===== src/hw/ddlo_pkg.sv =====
package ddlo_pkg;
  // Register byte offsets
  localparam logic [7:0] CTRL_OFS = 8'h00;
  localparam logic [7:0] STATUS_OFS = 8'h04;
  localparam logic [7:0] MR0_OFS = 8'h08;
  localparam logic [7:0] MR1_OFS = 8'h0C;
  localparam logic [7:0] MR2_OFS = 8'h10;
  localparam logic [7:0] RDCNT_OFS = 8'h14;
  // Control and status bit positions
  localparam int CTRL_EN_BIT = 0;
  localparam int ST_DLLOFF_BIT = 0;
  localparam int ST_LOCK_BIT = 1;
  localparam int ST_SR_BIT = 2;
  localparam int ST_LATERR_BIT = 3;
  // Reset values
  localparam logic CTRL_EN_RST = 1'b1;
  localparam logic [15:0] MR_RST = 16'h0000;
  // Mode register field positions
  localparam int MR1_DLL_BIT = 0;
  localparam int MR1_AL_LSB = 3;
  localparam int MR0_DLLRST_BIT = 8;
  localparam int MR0_CL_LSB = 4;
  localparam int MR0_CL_HI_BIT = 2;
  localparam int MR2_CWL_LSB = 3;
  // Latency encodings
  localparam logic [4:0] CL_BASE = 5'h04;
  localparam logic [4:0] CL_HI_BASE = 5'h0C;
  localparam logic [4:0] CWL_BASE = 5'h05;
  localparam logic [4:0] DLLOFF_CL = 5'h06;
  localparam logic [4:0] DLLOFF_CWL = 5'h06;
  localparam logic [4:0] LAT_MIN = 5'h02;
  // Command codes on ras/cas/we and mode register selects on bank address
  localparam logic [2:0] CMD_MRS = 3'h0;
  localparam logic [2:0] CMD_REF = 3'h1;
  localparam logic [2:0] CMD_READ = 3'h5;
  localparam logic [2:0] BA_MR0 = 3'h0;
  localparam logic [2:0] BA_MR1 = 3'h1;
  localparam logic [2:0] BA_MR2 = 3'h2;
  // DLL lock time in clock cycles
  localparam int DLLK_NCK = 512;
  localparam int LOCK_W = 10;
  localparam int SR_W = 32;
  // AXI responses
  localparam logic [1:0] RESP_OKAY = 2'h0;
  localparam logic [1:0] RESP_DECERR = 2'h3;

  // Command/address pins as sampled on the rising clock
  typedef struct packed {
    logic cke;
    logic cs_n;
    logic ras_n;
    logic cas_n;
    logic we_n;
    logic [2:0] ba;
    logic [15:0] addr;
  } ddlo_cmd_t;

  // Self-refresh tracking, Gray coded
  typedef enum logic [1:0] {
    SR_IDLE = 2'b00,
    SR_ACTIVE = 2'b01
  } ddlo_sr_t;

  // Whole state of the core
  typedef struct packed {
    logic awready;
    logic wready;
    logic aw_done;
    logic w_done;
    logic [7:0] awaddr;
    logic [31:0] wdata;
    logic bvalid;
    logic [1:0] bresp;
    logic arready;
    logic rvalid;
    logic [31:0] rdata;
    logic [1:0] rresp;
    logic ctrl_en;
    logic lat_err;
    logic [15:0] mr0;
    logic [15:0] mr1;
    logic [15:0] mr2;
    logic dll_off;
    logic dll_locked;
    logic [LOCK_W-1:0] lock_cnt;
    ddlo_sr_t mode;
    logic [SR_W-1:0] rd_sr;
    logic rd_dqs_start;
    logic rd_dq_start;
    logic [15:0] rd_cnt;
  } ddlo_state_t;
endpackage : ddlo_pkg


===== src/hw/ddlo_dll_core.sv =====
`timescale 1ns/1ns
// How it works
// Chip select high blocks new commands
// MR1 A0 set disables DLL until cleared
// DLL bit may change at any time; MR1 writes here are taken only with commands enabled and outside self refresh
// Controller keeps clock below DLL-off maximum
// DLL-off supports only CL6 with CWL6
// DLL-off read timing starts at AL+CL-1
// Strobe and data shift together, skew unchanged
// Controller tolerates large, wide strobe delay
// Controller idles banks, termination off first
// Controller follows DLL-off switching order
// Controller holds CKE high through update delays
// Controller holds ODT low if termination enabled
// Controller rewrites mode registers after exit delay
// Controller follows DLL-on switching order
// Controller holds CKE, ODT until DLL lock
// Controller clears A0, then resets DLL
// Long calibration only after update delay
// No locked-DLL command before lock time
// Cycle timings count actual clock edges
// Nanosecond timings round up to cycles
// Controller sequences waits with cycle counters
module ddlo_dll_core #(
  parameter int DLLK_CYC = ddlo_pkg::DLLK_NCK
) (
  // Clock and reset
  input wire logic clk,
  input wire logic rst,
  // Memory command pins
  input wire ddlo_pkg::ddlo_cmd_t cmd,
  // Read timing and DLL status
  output logic rd_dqs_start,
  output logic rd_dq_start,
  output logic dll_off,
  output logic dll_locked,
  output logic in_self_refresh,
  // AXI4-Lite write channels
  input wire logic [7:0] s_axi_awaddr,
  input wire logic s_axi_awvalid,
  output logic s_axi_awready,
  input wire logic [31:0] s_axi_wdata,
  input wire logic [3:0] s_axi_wstrb,
  input wire logic s_axi_wvalid,
  output logic s_axi_wready,
  output logic [1:0] s_axi_bresp,
  output logic s_axi_bvalid,
  input wire logic s_axi_bready,
  // AXI4-Lite read channels
  input wire logic [7:0] s_axi_araddr,
  input wire logic s_axi_arvalid,
  output logic s_axi_arready,
  output logic [31:0] s_axi_rdata,
  output logic [1:0] s_axi_rresp,
  output logic s_axi_rvalid,
  input wire logic s_axi_rready
);

  ddlo_pkg::ddlo_state_t st; // Registered state
  ddlo_pkg::ddlo_state_t next_st; // Next state
  logic cmd_ok; // A command is registered this edge
  logic rd_cmd; // Read command registered
  logic mrs_cmd; // Mode register set registered
  logic [4:0] lat; // Current read latency in cycles
  logic [4:0] cl; // Decoded CAS latency
  logic [4:0] cwl; // Decoded CAS write latency

  // CAS latency from MR0
  function automatic logic [4:0] cl_dec(input logic [15:0] mr0);
    logic [4:0] base;
    base = mr0[ddlo_pkg::MR0_CL_HI_BIT] ? ddlo_pkg::CL_HI_BASE : ddlo_pkg::CL_BASE;
    return base + {2'b00, mr0[ddlo_pkg::MR0_CL_LSB +: 3]};
  endfunction : cl_dec

  // Read latency; DLL-off starts one cycle early
  function automatic logic [4:0] lat_calc(input logic [4:0] c, input logic [15:0] mr1,
                                          input logic off);
    logic [4:0] al;
    case (mr1[ddlo_pkg::MR1_AL_LSB +: 2])
      2'b01: al = c - 5'h01;
      2'b10: al = c - 5'h02;
      default: al = 5'h00;
    endcase
    return al + c - {4'h0, off};
  endfunction : lat_calc

  // Command decode; deselect and low CKE register nothing
  always_comb begin
    cmd_ok = cmd.cke && !cmd.cs_n && st.ctrl_en && (st.mode == ddlo_pkg::SR_IDLE);
    rd_cmd = cmd_ok && ({cmd.ras_n, cmd.cas_n, cmd.we_n} == ddlo_pkg::CMD_READ);
    mrs_cmd = cmd_ok && ({cmd.ras_n, cmd.cas_n, cmd.we_n} == ddlo_pkg::CMD_MRS);
    cl = cl_dec(st.mr0);
    cwl = ddlo_pkg::CWL_BASE + {2'b00, st.mr2[ddlo_pkg::MR2_CWL_LSB +: 3]};
    lat = lat_calc(cl, st.mr1, st.dll_off);
  end

  // Next-state logic for bus, mode registers and read timing
  always_comb begin
    next_st = st;
    // Mode register writes are taken only with commands enabled and outside self refresh
    if (mrs_cmd) begin
      case (cmd.ba)
        ddlo_pkg::BA_MR0: begin
          next_st.mr0 = cmd.addr;
        end
        ddlo_pkg::BA_MR1: begin
          next_st.mr1 = cmd.addr;
          next_st.dll_off = cmd.addr[ddlo_pkg::MR1_DLL_BIT];
        end
        ddlo_pkg::BA_MR2: begin
          next_st.mr2 = cmd.addr;
        end
        default: begin
        end
      endcase
    end
    // DLL reset starts a lock count; disabling drops lock
    if (next_st.dll_off) begin
      next_st.dll_locked = 1'b0;
      next_st.lock_cnt = '0;
    end else if (mrs_cmd && cmd.ba == ddlo_pkg::BA_MR0 && cmd.addr[ddlo_pkg::MR0_DLLRST_BIT]) begin
      next_st.dll_locked = 1'b0;
      next_st.lock_cnt = ddlo_pkg::LOCK_W'(DLLK_CYC - 1);
    end else if (st.lock_cnt != '0) begin
      next_st.lock_cnt = st.lock_cnt - 1'b1;
      next_st.dll_locked = (st.lock_cnt == ddlo_pkg::LOCK_W'(1));
    end
    // Self-refresh entry on refresh with CKE low, exit on CKE high
    case (st.mode)
      ddlo_pkg::SR_IDLE: begin
        if (!cmd.cke && !cmd.cs_n
            && {cmd.ras_n, cmd.cas_n, cmd.we_n} == ddlo_pkg::CMD_REF) begin
          next_st.mode = ddlo_pkg::SR_ACTIVE;
        end
      end
      ddlo_pkg::SR_ACTIVE: begin
        if (cmd.cke) begin
          next_st.mode = ddlo_pkg::SR_IDLE;
        end
      end
      default: begin
        next_st.mode = ddlo_pkg::SR_IDLE;
      end
    endcase
    // Read pipeline; strobe and data share one start, so skew is untouched
    next_st.rd_sr = {st.rd_sr[ddlo_pkg::SR_W-2:0], rd_cmd};
    next_st.rd_dqs_start = st.rd_sr[lat - ddlo_pkg::LAT_MIN];
    next_st.rd_dq_start = st.rd_sr[lat - ddlo_pkg::LAT_MIN];
    if (rd_cmd) begin
      next_st.rd_cnt = st.rd_cnt + 1'b1;
    end
    // AXI write address and data, taken in either order
    if (st.awready && s_axi_awvalid) begin
      next_st.aw_done = 1'b1;
      next_st.awaddr = s_axi_awaddr;
    end
    if (st.wready && s_axi_wvalid) begin
      next_st.w_done = 1'b1;
      next_st.wdata = s_axi_wdata;
    end
    if (st.bvalid && s_axi_bready) begin
      next_st.bvalid = 1'b0;
    end
    // Both halves present: commit and answer
    if (st.aw_done && st.w_done && !st.bvalid) begin
      next_st.aw_done = 1'b0;
      next_st.w_done = 1'b0;
      next_st.bvalid = 1'b1;
      next_st.bresp = ddlo_pkg::RESP_OKAY;
      case (st.awaddr)
        ddlo_pkg::CTRL_OFS: begin
          if (s_axi_wstrb[0]) begin
            next_st.ctrl_en = st.wdata[ddlo_pkg::CTRL_EN_BIT];
          end
        end
        ddlo_pkg::STATUS_OFS: begin
          if (s_axi_wstrb[0] && st.wdata[ddlo_pkg::ST_LATERR_BIT]) begin
            next_st.lat_err = 1'b0;
          end
        end
        ddlo_pkg::MR0_OFS, ddlo_pkg::MR1_OFS, ddlo_pkg::MR2_OFS, ddlo_pkg::RDCNT_OFS: begin
        end
        default: begin
          next_st.bresp = ddlo_pkg::RESP_DECERR;
        end
      endcase
    end
    // Unsupported pair while DLL is off; after the clear so set wins
    if (st.dll_off && (cl != ddlo_pkg::DLLOFF_CL || cwl != ddlo_pkg::DLLOFF_CWL)) begin
      next_st.lat_err = 1'b1;
    end
    next_st.awready = !next_st.aw_done && !next_st.bvalid;
    next_st.wready = !next_st.w_done && !next_st.bvalid;
    // AXI read
    if (st.rvalid && s_axi_rready) begin
      next_st.rvalid = 1'b0;
    end
    if (st.arready && s_axi_arvalid) begin
      next_st.rvalid = 1'b1;
      next_st.rresp = ddlo_pkg::RESP_OKAY;
      next_st.rdata = '0;
      case (s_axi_araddr)
        ddlo_pkg::CTRL_OFS: next_st.rdata[ddlo_pkg::CTRL_EN_BIT] = st.ctrl_en;
        ddlo_pkg::STATUS_OFS: begin
          next_st.rdata[ddlo_pkg::ST_DLLOFF_BIT] = st.dll_off;
          next_st.rdata[ddlo_pkg::ST_LOCK_BIT] = st.dll_locked;
          next_st.rdata[ddlo_pkg::ST_SR_BIT] = (st.mode == ddlo_pkg::SR_ACTIVE);
          next_st.rdata[ddlo_pkg::ST_LATERR_BIT] = st.lat_err;
        end
        ddlo_pkg::MR0_OFS: next_st.rdata[15:0] = st.mr0;
        ddlo_pkg::MR1_OFS: next_st.rdata[15:0] = st.mr1;
        ddlo_pkg::MR2_OFS: next_st.rdata[15:0] = st.mr2;
        ddlo_pkg::RDCNT_OFS: next_st.rdata[15:0] = st.rd_cnt;
        default: next_st.rresp = ddlo_pkg::RESP_DECERR;
      endcase
    end
    next_st.arready = !next_st.rvalid;
  end

  // State register
  always_ff @(posedge clk) begin
    if (rst) begin
      st <= '0;
      st.ctrl_en <= ddlo_pkg::CTRL_EN_RST;
      st.mr0 <= ddlo_pkg::MR_RST;
      st.mr1 <= ddlo_pkg::MR_RST;
      st.mr2 <= ddlo_pkg::MR_RST;
      st.mode <= ddlo_pkg::SR_IDLE;
    end else begin
      st <= next_st;
    end
  end

  // Outputs straight from state flops
  assign rd_dqs_start = st.rd_dqs_start;
  assign rd_dq_start = st.rd_dq_start;
  assign dll_off = st.dll_off;
  assign dll_locked = st.dll_locked;
  assign in_self_refresh = st.mode[0]; // Only the active state has bit 0 set
  assign s_axi_awready = st.awready;
  assign s_axi_wready = st.wready;
  assign s_axi_bresp = st.bresp;
  assign s_axi_bvalid = st.bvalid;
  assign s_axi_arready = st.arready;
  assign s_axi_rdata = st.rdata;
  assign s_axi_rresp = st.rresp;
  assign s_axi_rvalid = st.rvalid;

  // Deselect never starts a read
  deselect_block_a: assert property (@(posedge clk) disable iff (rst)
    cmd.cs_n |=> !st.rd_sr[0]) else $error("read taken while deselected");
  // MR1 A0 high turns the DLL off
  dll_disable_a: assert property (@(posedge clk) disable iff (rst)
    mrs_cmd && cmd.ba == ddlo_pkg::BA_MR1 && cmd.addr[0] |=> st.dll_off && !st.dll_locked)
    else $error("DLL not disabled by MR1 write");
  // DLL state moves only on an MR1 write
  dll_hold_a: assert property (@(posedge clk) disable iff (rst)
    !(mrs_cmd && cmd.ba == ddlo_pkg::BA_MR1) |=> $stable(st.dll_off))
    else $error("DLL state changed without MR1 write");
  // A0 cleared re-enables the DLL, outside self refresh and with commands enabled
  dll_enable_a: assert property (@(posedge clk) disable iff (rst)
    mrs_cmd && cmd.ba == ddlo_pkg::BA_MR1 && !cmd.addr[0] |=> !st.dll_off)
    else $error("DLL not re-enabled");
  // Unsupported CL flagged while DLL is off; the CWL half is not checked here
  lat_pair_a: assert property (@(posedge clk) disable iff (rst)
    st.dll_off && cl != ddlo_pkg::DLLOFF_CL |=> st.lat_err)
    else $error("latency pair not flagged");
  // DLL-off read start at AL+CL-1 with CL 6
  rd_off_lat_a: assert property (@(posedge clk) disable iff (rst)
    rd_cmd && st.dll_off && lat == 5'h05 ##1 (lat == 5'h05)[*5] |-> ##0 st.rd_dqs_start)
    else $error("DLL-off read start wrong");
  // DLL-on read start at AL+CL
  rd_on_lat_a: assert property (@(posedge clk) disable iff (rst)
    rd_cmd && !st.dll_off && lat == 5'h06 ##1 (lat == 5'h06)[*6] |-> ##0 st.rd_dqs_start)
    else $error("DLL-on read start wrong");
  // Strobe and data start on the same edge
  dqs_dq_align_a: assert property (@(posedge clk) disable iff (rst)
    st.rd_dqs_start == st.rd_dq_start) else $error("strobe and data split");

endmodule : ddlo_dll_core


===== config.mk =====
export PLATFORM = sky130hd
export DESIGN_NAME = ddlo_dll_core
export DESIGN_NICKNAME = d
export VERILOG_FILES = /design/src/hw/ddlo_pkg.sv /design/src/hw/ddlo_dll_core.sv
export SDC_FILE = /design/constraint.sdc
export NUM_CORES = 1
export LEC_CHECK = 0
export CORE_MARGIN = 4
export CORE_UTILIZATION = 30
export CTS_BUF_LIST = sky130_fd_sc_hd__clkbuf_8 sky130_fd_sc_hd__clkbuf_16
export DETAILED_ROUTE_END_ITERATION = 8
export DONT_BUFFER_PORTS = 1
export HOLD_SLACK_MARGIN = 0.05
export SYNTH_ARGS = -nofsm -noshare
export SYNTH_HDL_FRONTEND = slang
export SYNTH_SLANG_ARGS = --single-unit
export TNS_END_PERCENT = 5

===== constraint.sdc =====
create_clock -name clk -period 4 [get_ports clk]
set_input_delay 0.8 -clock clk [delete_from_list [all_inputs] [get_ports clk]]
set_output_delay 0.8 -clock clk [all_outputs]
set_load 0.01 [all_outputs]

==> summary.md <==
| Metric | Value |
|---|---|
| Status | `finished clean` |
| Number of hold buffers added after cts | `0` |
| Number of ports placed on the die boundary | `129` |
| Synthesis-to-layout area growth | `8.80%` |
| CTS tree | `yes` |
| Worst slack at placement | `roughly 0.61 ns` |
| Final number of max-transition violations | `0` |
| Proportion of synthesized flip-flops having asynchronous set or reset | `0%` |
| Part of the Yosys area used for sequential elements | `between 40% and 50%` |
| Number of antenna diodes | `0` |
| Post-detailed-route DRC marker count | `0` |
| Initial antenna violation count | `0` |
| Number of nets in the layout | `roughly 800` |
| Critical path class | `flop to flop` |
| Post-route fraction of the period consumed by the critical path | `84.4%` |
| Number of buffers added on ports | `0` |
| GRT overflow | `0` |
| Gate count of the mapped netlist | `720` |
| Wire length of the first global-routing pass | `25.1 mm` |
| Total Negative Setup Slacks | `0 ns` |
| TritonRoute pass-1 iters | `4` |
| Pin count of the biggest net entering global routing | `129` |
| Total power | `~3400 uW` |
| Area of the die | `0.0250 sq mm` |
| R2r worst-path depth | `12` |
| Net switching share of the total power | `24.6%` |
| Ranking of synthesized cells by area | `sky130_fd_sc_hd__dfxtp_1 (44%), sky130_fd_sc_hd__mux2i_1 (11%), sky130_fd_sc_hd__nor2_1 (4.4%)` |
| Endpoint class of the critical path | `flop` |
| Core region area | `about 0.022 sq mm` |
| Via count of the routed design | `4702` |
| Number of CTS-inserted buffers | `17` |
| Number of sinks driven by the clock tree | `between 100 and 150` |
| Required time of the critical path | `4.32 ns` |
| Number of failing hold endpoints at the final stage | `0` |
| Maximum fanout along the worst path | `6` |
| Average instance area after synthesis | `9.38 sq um` |
| Post-place instance area | `between 0.006 and 0.007 sq mm` |
| Count of buffers added by post-CTS timing repair for setup | `0` |
| Most frequent cells in the layout | `sky130_fd_sc_hd__dfxtp_1 (147), sky130_fd_sc_hd__nor2_1 (80), sky130_fd_sc_hd__mux2i_1 (75)` |
| Unique cell type count in the Yosys netlist | `50` |
| Met2 track utilization from global routing | `between 20% and 30%` |
| Post-cts sizing count | `0` |
| Internal power consumption | `2590 uW` |
| Number of vias per cell after detailed routing | `4.81` |
| Clock insertion delay at the later pin of the skew report | `0.42 ns` |
| Reg-to-reg critical path startpoint | `st[101]` |
| Hold crit path type | `primary input to flop` |
| Cell Pwr Density | `467 mW/mm^2` |
| Starting utilization of the core area | `between 30% and 40%` |
| CTS H-tree lvls | `4` |
| Count of maximum capacitance violations | `0` |
| Average wire per standard cell | `15.3 um` |
| Final instance area | `about 0.0073 sq mm` |
| Met3 track demand over resource | `4.54%` |
| Cell type with the highest aggregate area in the netlist | `sky130_fd_sc_hd__dfxtp_1` |
| Setup-violating endpoint count in the final report | `0` |
| Min-Delay Startpoint | `rst` |
| Area share of the leading cell type in the synthesized netlist | `~44%` |
| Final Wtd Congestion | `0.756` |
| Detailed-placement wirelength estimate | `between 10 and 15 mm` |
| Placement row count | `54` |
| Sequential fraction of design power | `between 40% and 50%` |
| Leak pwr | `0.00291 uW` |
| Worst Hold Depth | `1` |
| Post-route minimum period | `roughly 3.4 ns` |
| DRT iter0 DRCs | `between 200 and 250` |
| Power dissipated by switching net loads | `845 uW` |
| Nature of the critical path startpoint | `flop` |
| Arr. time, crit path | `3.69 ns` |
| Number of enable-type register cells in the synthesized netlist | `0` |
| Clock input transition at the sequential cells of the worst setup and hold paths | `0.07 ns` |
| Number of flip-flops and latches in the synthesized netlist | `between 100 and 150` |
| RSZ-0062 raised after global routing | `false` |
| Max frequency | `296 MHz` |
| Startpoint of the most critical setup path | `st[101]` |
| Syn Std Cell Area | `0.00675 sq mm` |
| Die width | `158 um` |
| Reg2reg setup slack | `0.63 ns` |
| Worst ir drop on vdd | `0.219 mV` |
| Power share of the clock group | `46.3%` |
| Slew HR | `29.1%` |
| Post-route worst setup slack | `0.625 ns` |
| Number of antenna-violating nets in the routed design | `0` |
| Most frequent standard cell in the layout excluding fill and tap cells | `sky130_fd_sc_hd__dfxtp_1` |
| Top_reg_cell synth | `sky130_fd_sc_hd__dfxtp_1` |
| Combinational power share | `between 8 and 9%` |
| Actual slew at the worst max-slew pin | `approximately 1.1 ns` |
| Endpoint of the lowest-slack register-to-register path | `rd_dq_start` |
| Overall routing resource usage | `12.8%` |
| Syn. warnings | `0` |
| DIE HEIGHT | `158 um` |
| Master cell of the clock root buffer | `sky130_fd_sc_hd__clkbuf_16` |
| Routing usage on met1 | `15.7%` |
| Fraction of final layout cells with drive strength greater than 1 | `7.60%` |
| Final wirelength | `15.0 mm` |
| Vias in the first global route | `4754` |
| Endpoint of the worst hold path | `st[92]` |
| Final setup skew | `~0.011 ns` |
| Maximum buffer depth of the clock tree | `2` |
| Most used routing layer | `met2` |
[cells by family after synthesis]
group           after synthesis  share of synthesized area (%)
other cells                   1                         0.0555
xor+xnor                     17                           2.20
fa+ha+maj                    21                           4.11
flops                       147                           43.6
buf+inv                      93                           7.43
compound gates               99                           8.69
mux                          90                           15.1
simple gates                252                           18.8
[registers in the layout (all words and copies together), names as in the netlist]
| name | flops |
|---|---|
| s_axi_awready | 1 |
| s_axi_rdata | 16 |
| s_axi_rresp | 1 |
| s_axi_wready | 1 |
| dll_locked | 1 |
| dll_off | 1 |
| st | 89 |
| next_st | 31 |
| in_self_refresh | 1 |
| rd_dq_start | 1 |
| s_axi_bvalid | 1 |
| s_axi_bresp | 1 |
| s_axi_rvalid | 1 |
| s_axi_arready | 1 |
[through the flow]
stage	utilization (%)	std cells	hold slack, ns
finish	33.5	977	0.451
global route	33.5	977	0.417
CTS	33.5	977	0.425
detailed placement	30.8	945	0.442
global placement	30.8	945	0.438
floorplan	-	735	0.417
[worst max-delay path by stage]
| stage | cells after the start | slack [ns] | endpoint |
|---|---|---|---|
| global route | 12 | 0.40 | rd_dq_start |
| floorplan | 12 | 0.90 | rd_dq_start |
| detailed placement | 12 | 0.61 | rd_dq_start |
| CTS | 12 | 0.60 | rd_dq_start |
| global placement | 12 | 0.65 | rd_dq_start |
| finish | 12 | 0.63 | rd_dq_start |
[routing by layer]
metal  routed length (um)  vias to the layer above
met3                 1120                       19
met2                 7090                      114
met1                 6530                     2210
met5                    0                        -
li1                     -                     2359
met4                  233                        0
[cells in the mapped netlist, drive strengths merged, types with 2 or more instances]
library cell / number
inv: 20
mux2: 6
dfxtp: 147
nor2: 80
nand3: 7
o21ai: 25
xnor2: 9
or4: 4
nand3b: 5
mux2i: 75
nor4: 3
clkbuf: 25
a22oi: 15
or3: 6
xor2: 8
a22o: 5
nand4: 6
nand4b: 2
nor3: 13
a21oi: 36
and3: 2
nand2: 58
o22ai: 9
ha: 19
buf: 48
and3b: 4
nor3b: 4
and2: 5
nor4bb: 2
a211oi: 3
mux4: 9
nor2b: 38
nand2b: 8
fa: 2
[power groups by stage]
| stage | logic (uW) | clock network (uW) | registers [uW] |
|---|---|---|---|
| 2_1_floorplan | 291 | 0 | 1580 |
| 3_3_place_gp | 282 | 0 | 1590 |
| 3_5_place_dp | 289 | 0 | 1590 |
| 4_1_cts | 291 | 1630 | 1560 |
| 5_1_grt | 338 | 1710 | 1560 |
| 6_report | 288 | 1590 | 1560 |
[worst max-delay path: stages, from the launching register on]
cell	delay, ns
sky130_fd_sc_hd__dfxtp_1	0.45
sky130_fd_sc_hd__inv_1	0.14
sky130_fd_sc_hd__ha_1	0.29
sky130_fd_sc_hd__inv_1	0.04
sky130_fd_sc_hd__a22oi_1	0.17
sky130_fd_sc_hd__nor2_1	0.07
sky130_fd_sc_hd__fa_1	0.44
sky130_fd_sc_hd__ha_1	0.24
sky130_fd_sc_hd__fa_1	0.38
sky130_fd_sc_hd__xor2_1	0.44
sky130_fd_sc_hd__mux2_2	0.38
sky130_fd_sc_hd__o21ai_0	0.16
sky130_fd_sc_hd__o2bb2ai_1	0.08
[final cells by class]
| class | count | area (sq um) |
|---|---|---|
| fill | 2245 | 14600 |
| multi-input combinational | 495 | 3370 |
| sequential | 147 | 2940 |
| clock buffer | 18 | 439 |
| tap | 280 | 350 |
| clock inverter | 14 | 153 |
| inverter | 20 | 75.1 |
| timing repair buffer | 3 | 22.5 |
No activity file was read; power rests on OpenSTA's default activity.
